**config.mk**
```make
export PLATFORM = sky130hd
export DESIGN_NAME = docs_top
export DESIGN_NICKNAME = d
export VERILOG_FILES = /design/src/hw/docs_pkg.sv /design/src/hw/docs_decode.sv /design/src/hw/docs_top.sv
export VERILOG_INCLUDE_DIRS = /design/src /design/src/hw
export SDC_FILE = /design/constraint.sdc
export NUM_CORES = 1
export LEC_CHECK = 0
export BUFFER_PORTS_ARGS = -buffer_cell sky130_fd_sc_hd__buf_2
export CORE_MARGIN = 3
export CORE_UTILIZATION = 38
export CTS_CLUSTER_DIAMETER = 40
export DETAILED_ROUTE_END_ITERATION = 8
export PLACE_DENSITY = 0.84
export SYNTH_ARGS = -nofsm -noshare
export SYNTH_HDL_FRONTEND = slang
export SYNTH_HIERARCHICAL = 1
export SYNTH_SLANG_ARGS = --single-unit
```
**constraint.sdc**
```tcl
create_clock -name clk_sys -period 2.4 [get_ports clk_sys]
set_input_delay 0.48 -clock clk_sys [delete_from_list [all_inputs] [get_ports clk_sys]]
set_output_delay 0.48 -clock clk_sys [all_outputs]
set_load 0.01 [all_outputs]
```
**src/hw/docs_consts.svh**
```systemverilog
// register offsets, field positions and reset values of the output config
`ifndef DOCS_CONSTS_SVH
`define DOCS_CONSTS_SVH
`define DOCS_OFF_CTRL 12'h000
`define DOCS_OFF_STAT 12'h004
`define DOCS_BIT_CUR_ON 0
`define DOCS_BIT_VOLT_ON 1
`define DOCS_BIT_RANGE_SRC 2
`define DOCS_BIT_OFFSET_RANGE 3
`define DOCS_BIT_UNIPOLAR 4
`define DOCS_CTRL_RESET 5'h00
`define DOCS_CTRL_W 5
`define DOCS_BIT_ST_CUR 0
`define DOCS_BIT_ST_VOLT 1
`define DOCS_BIT_ST_R420 2
`define DOCS_BIT_ST_UNI 3
`define DOCS_BIT_ST_SW 4
`define DOCS_BIT_ST_STRAP 5
`endif

```
**src/hw/docs_pkg.sv**
```systemverilog
// types of the output configuration block
package docs_pkg;
   typedef enum logic [3:0] {
      DOCS_OFF = 4'h1,
      DOCS_CUR = 4'h2,
      DOCS_VOLT = 4'h4,
      DOCS_SW = 4'h8
   } docs_mode_e;
endpackage

```
**src/hw/docs_decode.sv**
```systemverilog
// combinational decode of straps and control bits into output settings
`timescale 1ns/1ps
module docs_decode (
   input wire logic cfgStrapHigh,
   input wire logic cfgStrapLow,
   input wire logic currentRangePin,
   input wire logic voltageDriveEnable,
   input wire logic currentDriveEnable,
   input wire logic rangeSourceSelect,
   input wire logic offsetRangeBit,
   output docs_pkg::docs_mode_e mode,
   output logic currentOn,
   output logic voltageOn,
   output logic range4to20
);
   always_comb begin
      case ({cfgStrapHigh, cfgStrapLow})
         2'h0: mode = docs_pkg::DOCS_OFF;
         2'h1: mode = docs_pkg::DOCS_CUR;
         2'h2: mode = docs_pkg::DOCS_VOLT;
         default: mode = docs_pkg::DOCS_SW;
      endcase
   end

   // straps win; software bits only matter in mode 11
   always_comb begin
      currentOn = 1'b0;
      voltageOn = 1'b0;
      case (mode)
         docs_pkg::DOCS_OFF: begin
            currentOn = 1'b0;
         end
         docs_pkg::DOCS_CUR: currentOn = 1'b1;
         docs_pkg::DOCS_VOLT: voltageOn = 1'b1;
         docs_pkg::DOCS_SW: begin
            // both set is treated as both off
            currentOn = currentDriveEnable & ~voltageDriveEnable;
            voltageOn = voltageDriveEnable & ~currentDriveEnable;
         end
         default: begin
            currentOn = 1'b0;
         end
      endcase
   end

   always_comb begin
      if (rangeSourceSelect) begin
         range4to20 = offsetRangeBit;
      end else begin
         range4to20 = currentRangePin;
      end
   end
endmodule

```
**src/hw/docs_top.sv**
```systemverilog
// output configuration select: straps, apb control register, outputs
// Contract
// - straps 00 disable both outputs
// - straps 01 enable current output only
// - straps 10 enable voltage output only
// - straps 11 give control to software
// - software pair decode, 11 means off
// - enable bits reset to zero
// - range source 0: pin picks range
// - range source 1: software bit picks range
// - polarity bit 0 bipolar, 1 unipolar
// - straps override software commands
`timescale 1ns/1ps
`include "docs_consts.svh"
module docs_top (
   input wire logic clk_sys,
   input wire logic rst,
   input wire logic psel,
   input wire logic penable,
   input wire logic pwrite,
   input wire logic [11:0] paddr,
   input wire logic [31:0] pwdata,
   output logic [31:0] prdata,
   output logic pready,
   output logic pslverr,
   input wire logic cfgStrapHigh,
   input wire logic cfgStrapLow,
   input wire logic currentRangePin,
   output logic currentOutputEn,
   output logic voltageOutputEn,
   output logic currentRange4to20,
   output logic voltageUnipolar
);
   logic [`DOCS_CTRL_W-1:0] ctrl_reg;
   logic [`DOCS_CTRL_W-1:0] ctrl_next;
   docs_pkg::docs_mode_e mode;
   logic curOn;
   logic voltOn;
   logic r420;
   logic setup;
   logic hit;
   logic [31:0] rd_next;

   assign setup = psel & ~penable;
   assign hit = (paddr == `DOCS_OFF_CTRL) || (paddr == `DOCS_OFF_STAT);

   always_comb begin
      ctrl_next = ctrl_reg;
      // land only at the edge the master sees ready
      if (psel && penable && pready && pwrite && paddr == `DOCS_OFF_CTRL) begin
         ctrl_next = pwdata[`DOCS_CTRL_W-1:0];
      end
   end

   // enables come up cleared
   always_ff @(posedge clk_sys or posedge rst) begin
      if (rst) begin
         ctrl_reg <= `DOCS_CTRL_RESET;
      end else begin
         ctrl_reg <= ctrl_next;
      end
   end

   docs_decode u_dec (
      .cfgStrapHigh(cfgStrapHigh),
      .cfgStrapLow(cfgStrapLow),
      .currentRangePin(currentRangePin),
      .voltageDriveEnable(ctrl_next[`DOCS_BIT_VOLT_ON]),
      .currentDriveEnable(ctrl_next[`DOCS_BIT_CUR_ON]),
      .rangeSourceSelect(ctrl_next[`DOCS_BIT_RANGE_SRC]),
      .offsetRangeBit(ctrl_next[`DOCS_BIT_OFFSET_RANGE]),
      .mode(mode),
      .currentOn(curOn),
      .voltageOn(voltOn),
      .range4to20(r420)
   );

   // registered every cycle, one edge after any input change
   always_ff @(posedge clk_sys or posedge rst) begin
      if (rst) begin
         currentOutputEn <= 1'b0;
         voltageOutputEn <= 1'b0;
         currentRange4to20 <= 1'b0;
         voltageUnipolar <= 1'b0;
      end else begin
         currentOutputEn <= curOn;
         voltageOutputEn <= voltOn;
         currentRange4to20 <= r420;
         voltageUnipolar <= ctrl_next[`DOCS_BIT_UNIPOLAR];
      end
   end

   // zero-wait slave: answers in the first access cycle
   always_ff @(posedge clk_sys or posedge rst) begin
      if (rst) begin
         pready <= 1'b0;
         pslverr <= 1'b0;
         prdata <= 32'h0000_0000;
      end else begin
         pready <= setup;
         pslverr <= setup & ~hit;
         prdata <= setup ? rd_next : 32'h0000_0000;
      end
   end

   always_comb begin
      rd_next = 32'h0000_0000;
      if (paddr == `DOCS_OFF_CTRL) begin
         rd_next[`DOCS_CTRL_W-1:0] = ctrl_reg;
      end else if (paddr == `DOCS_OFF_STAT) begin
         rd_next[`DOCS_BIT_ST_CUR] = currentOutputEn;
         rd_next[`DOCS_BIT_ST_VOLT] = voltageOutputEn;
         rd_next[`DOCS_BIT_ST_R420] = currentRange4to20;
         rd_next[`DOCS_BIT_ST_UNI] = voltageUnipolar;
         rd_next[`DOCS_BIT_ST_SW] = (mode == docs_pkg::DOCS_SW);
         rd_next[`DOCS_BIT_ST_STRAP+1:`DOCS_BIT_ST_STRAP] =
            {cfgStrapHigh, cfgStrapLow};
      end
   end

   // strap decode and software hand-over
   a_strap_off: assert property (
      @(posedge clk_sys) disable iff (rst)
      !cfgStrapHigh && !cfgStrapLow |=> !currentOutputEn && !voltageOutputEn)
      else $error("outputs not off for straps 00");
   a_strap_cur: assert property (
      @(posedge clk_sys) disable iff (rst)
      !cfgStrapHigh && cfgStrapLow |=> currentOutputEn && !voltageOutputEn)
      else $error("current not sole output for straps 01");
   a_strap_volt: assert property (
      @(posedge clk_sys) disable iff (rst)
      cfgStrapHigh && !cfgStrapLow |=> voltageOutputEn && !currentOutputEn)
      else $error("voltage not sole output for straps 10");
   a_sw_follow: assert property (
      @(posedge clk_sys) disable iff (rst)
      cfgStrapHigh && cfgStrapLow |=>
      currentOutputEn == $past(ctrl_next[`DOCS_BIT_CUR_ON] &
         ~ctrl_next[`DOCS_BIT_VOLT_ON]))
      else $error("software current enable not followed");
   a_sw_volt: assert property (
      @(posedge clk_sys) disable iff (rst)
      cfgStrapHigh && cfgStrapLow |=>
      voltageOutputEn == $past(ctrl_next[`DOCS_BIT_VOLT_ON] &
         ~ctrl_next[`DOCS_BIT_CUR_ON]))
      else $error("software voltage enable not followed");
   a_sw_both: assert property (
      @(posedge clk_sys) disable iff (rst)
      cfgStrapHigh && cfgStrapLow && ctrl_next[`DOCS_BIT_CUR_ON] &&
      ctrl_next[`DOCS_BIT_VOLT_ON] |=> !currentOutputEn && !voltageOutputEn)
      else $error("software 11 did not power down");
   a_sw_none: assert property (
      @(posedge clk_sys) disable iff (rst)
      cfgStrapHigh && cfgStrapLow && !ctrl_next[`DOCS_BIT_CUR_ON] &&
      !ctrl_next[`DOCS_BIT_VOLT_ON] |=> !currentOutputEn && !voltageOutputEn)
      else $error("software 00 did not power down");
   a_hw_wins: assert property (
      @(posedge clk_sys) disable iff (rst)
      !(cfgStrapHigh && cfgStrapLow) && ctrl_next[`DOCS_BIT_CUR_ON] |=>
      currentOutputEn == $past(cfgStrapLow && !cfgStrapHigh))
      else $error("software enable overrode the straps");
   a_never_both: assert property (
      @(posedge clk_sys) disable iff (rst)
      !(currentOutputEn && voltageOutputEn))
      else $error("both outputs enabled");
   // reset defaults, checked at the first edge after release
   a_reset_clear: assert property (
      @(posedge clk_sys)
      $fell(rst) |-> ctrl_reg[1:0] == 2'h0)
      else $error("enable bits not cleared by reset");
   a_reset_outs: assert property (
      @(posedge clk_sys)
      $fell(rst) |-> !currentOutputEn && !voltageOutputEn)
      else $error("outputs not off after reset");
   a_reset_source: assert property (
      @(posedge clk_sys)
      $fell(rst) |-> !ctrl_reg[`DOCS_BIT_RANGE_SRC])
      else $error("range source not pin after reset");
   a_reset_polar: assert property (
      @(posedge clk_sys)
      $fell(rst) |-> !ctrl_reg[`DOCS_BIT_UNIPOLAR] && !voltageUnipolar)
      else $error("voltage range not bipolar after reset");
   // range, polarity and strap change
   a_range_pin: assert property (
      @(posedge clk_sys) disable iff (rst)
      !ctrl_next[`DOCS_BIT_RANGE_SRC] |=>
      currentRange4to20 == $past(currentRangePin))
      else $error("range pin not followed");
   a_range_sw: assert property (
      @(posedge clk_sys) disable iff (rst)
      ctrl_next[`DOCS_BIT_RANGE_SRC] |=>
      currentRange4to20 == $past(ctrl_next[`DOCS_BIT_OFFSET_RANGE]))
      else $error("software range bit not followed");
   a_pin_change: assert property (
      @(posedge clk_sys) disable iff (rst)
      $changed(currentRangePin) && !ctrl_next[`DOCS_BIT_RANGE_SRC] |=>
      currentRange4to20 == $past(currentRangePin))
      else $error("range pin change not applied next cycle");
   a_polarity: assert property (
      @(posedge clk_sys) disable iff (rst)
      ##1 voltageUnipolar == $past(ctrl_next[`DOCS_BIT_UNIPOLAR]))
      else $error("polarity not followed");
   a_change_seen: assert property (
      @(posedge clk_sys) disable iff (rst)
      $changed(cfgStrapLow) && !cfgStrapHigh |=>
      currentOutputEn == $past(cfgStrapLow))
      else $error("strap change not applied next cycle");
   // first edge after reset still shows reset values, hence the past guard
   a_hold_steady: assert property (
      @(posedge clk_sys) disable iff (rst)
      !$past(rst) && $stable({cfgStrapHigh, cfgStrapLow, currentRangePin,
         ctrl_next}) |=> $stable({currentOutputEn, voltageOutputEn,
         currentRange4to20, voltageUnipolar}))
      else $error("outputs moved with steady inputs");
   // bus side
   a_ready_pulse: assert property (@(posedge clk_sys) disable iff (rst)
      pready |=> !pready)
      else $error("ready held for more than one cycle");
   a_bad_write: assert property (@(posedge clk_sys) disable iff (rst)
      psel && penable && pready && pwrite && paddr != `DOCS_OFF_CTRL |=>
      ctrl_reg == $past(ctrl_reg))
      else $error("write outside the control word changed it");
   a_write_lands: assert property (
      @(posedge clk_sys) disable iff (rst)
      psel && penable && pready && pwrite && paddr == `DOCS_OFF_CTRL |=>
      ctrl_reg == $past(pwdata[`DOCS_CTRL_W-1:0]))
      else $error("control write did not land");
endmodule

```
==> results.md <==
* Status: complete, no violations
* Global Route Usage Sum at 0.102
* Clock sinks at 17
* Final net count at 178
* Setup TNS Final at 0 ns
* GRT Residual Overflow at 0
* CTS root buffer: clkbuf_4
* Starting Density at 0.408
* Chip width at 55.2 µm
* Crit share post-route at 0.853
* Yosys warnings at 6
* Average wire per standard cell at 10.8 µm
* Fmax at 0.489 GHz
* CTS Buffer Depth at 2
* First-pass GRT wire length at 2510 µm
* Final Cell Area at 0.00108 mm²
* Overall Power at 0.512 mW
* Fillers at 227
* Post-synth cell types at 22
* IO buf count at 37
* Largest register FFs at 7
* Reg clk slew, reported paths at 0.10 ns
* Post-Syn Area per Cell at 11.0 µm²
* CTS tree: done
* Final Util at 0.479
* Place WS at 0.0224 ns
* Gpl congestion at 0.777
* H-tree lvl count at 1
* Antenna Cells at 0
* Total power per unit cell area at 473 mW/mm²
* Postcts setup bufs at 0
* HPWL Detailed at 1390 µm
* Post-Syn Area at 921 µm²
* Seq/Total Area, Yosys at 0.462
* CP Class: input pin to flip-flop
* Setup violators final at 0
* MaxCap Viol Count at 0
* CORE AREA at 0.00225 mm²
* Vias at 658
* Post_cts resized at 0
* # DRC at 0
* IO Count at 90
* Worst path required time at 2.62 ns
* Peak VDD IR at 0.277 mV
* Antenna-violating nets left at 0
* Crit start category: input pin
* Type of element capturing the critical path: flip-flop
* Die ar. at 0.00305 mm²
* Slew Limit Fails at 0
* CTS Buf Count at 3
* Initial antenna violation count at 0
* Share of cells above drive strength 1 at 0.416
* Final wirelength at 1650 µm
* Final Hold Viols at 0
* RSZ-0062 raised after global routing: no
* Placement Cell Area at 0.00105 mm²
* DR vias/cell at 4.30
* Maximum fanout along the worst path at 3
* Pleak at 0.625 nW
* WP data arrival at 2.27 ns
* Drt first pass iters at 4
* Worst skew pair latency at 0.29 ns
* Period minus WS final at 2.05 ns
* Layout area overhead at 17.4%
* # rows at 17
* Die Ht at 55.2 µm
* Mapped Cells at 84
* Initial drt markers at 14
* Post-CTS Hold Buffers at 0
* Yosys reg bits at 17
* Worst hold path class: input pin to async pin
* Vias in the first global route at 605
* Final Skew at 0.00495 ns
* Worst setup margin at 0.354 ns
* Max-slew headroom at 0.587
* Worst-margin pin slew at 0.619 ns
* Largest net degree at the start of global routing at 18
==> per-layer routing <==
layer / global-route usage / vias to the layer above / part of all wire / wire length (µm)
li1: - / 310 / - / -
met1: 0.114 / 302 / 0.36 / 590
met2: 0.174 / 42 / 0.50 / 828
met3: 0.0444 / 4 / 0.13 / 216
met4: 0.0313 / 0 / 0.010 / 17
met5: 0 / - / 0 / 0
==> Yosys cell counts (all sizes together) <==
cell type / n / area [µm²]
nor4b: 1 / 8.76
nor3: 2 / 10.0
or3: 1 / 7.51
and3: 2 / 12.5
dfrtp: 17 / 425
nand4: 1 / 6.26
and2: 1 / 6.26
buf: 26 / 193
mux2: 6 / 71.3
nand2: 1 / 3.75
nor4: 2 / 27.5
mux2i: 5 / 50.1
conb: 1 / 3.75
nor2: 8 / 30.0
nor2b: 2 / 12.5
a21boi: 2 / 15.0
nand2b: 3 / 18.8
inv: 2 / 7.51
or4: 1 / 11.3
==> cell families (layout without fill, tap and decap cells) <==
| group | Yosys count | in the layout | synth area share |
|---|---|---|---|
| simple gates | 25 | 25 | 0.168 |
| compound gates | 2 | 2 | 0.0163 |
| buf+inv | 28 | 45 | 0.217 |
| other cells | 1 | 25 | 0.00407 |
| flops | 17 | 17 | 0.462 |
| mux | 11 | 11 | 0.132 |
==> cells in the final DEF, fill, tap and decap left out, drive strengths merged <==
master,n
conb,25
buf,39
nand4,1
nor2,8
or4,1
nor4,2
nand2b,3
inv,2
mux2i,5
mux2,6
and3,2
nor4b,1
nor2b,2
dfrtp,17
nand2,1
nor3,2
clkbuf,3
or3,1
and2,1
clkinv,1
a21boi,2
==> layout make-up <==
| type | instances | area [µm²] | share of cell area |
|---|---|---|---|
| Clock inverter | 1 | 5.00 | 0.00463 |
| Tap cell | 28 | 35.0 | 0.0324 |
| Sequential cell | 17 | 425 | 0.394 |
| Timing Repair Buffer | 39 | 200 | 0.185 |
| Multi-Input combinational cell | 63 | 385 | 0.356 |
| Clock buffer | 3 | 22.5 | 0.0208 |
| Inverter | 2 | 7.51 | 0.00694 |
==> where the power goes <==
part	switching (mW)	leakage (nW)	total (mW)	internal (mW)
Clock	0.0886	0.0177	0.151	0.0620
Sequential	0.00202	0.231	0.293	0.290
Combinational	0.0429	0.377	0.0685	0.0257
==> critical path: stages <==
cell and delay (ns):
buf_2 0.09, or4_4 0.55, nor4_4 0.33, buf_4 0.19
mux2_2 0.34, nand2b_1 0.15, a21boi_1 0.14
==> worst paths after layout <==
path / slack, ns / startpoint / depth (start not counted) / to
max reg2reg: 0.80 / pready / 6 / voltageOutputEn
min in group clk_sys: 0.42 / currentRangePin / 2 / currentRange4to20
min: 0.25 / rst / 2 / prdata[4]
min reg2reg: 0.53 / ctrl_reg[2] / 2 / prdata[2]
max: 0.35 / paddr[1] / 7 / voltageOutputEn
max in group asynchronous: 1.75 / rst / 2 / ctrl_reg[4]
==> per-stage QoR <==
stage	cells	hold slack, ns
floorplan	108	0.406
global placement	149	0.498
detailed placement	149	0.507
CTS	153	0.272
global route	153	0.293
finish	153	0.248
(Power assumes the default switching activity.)
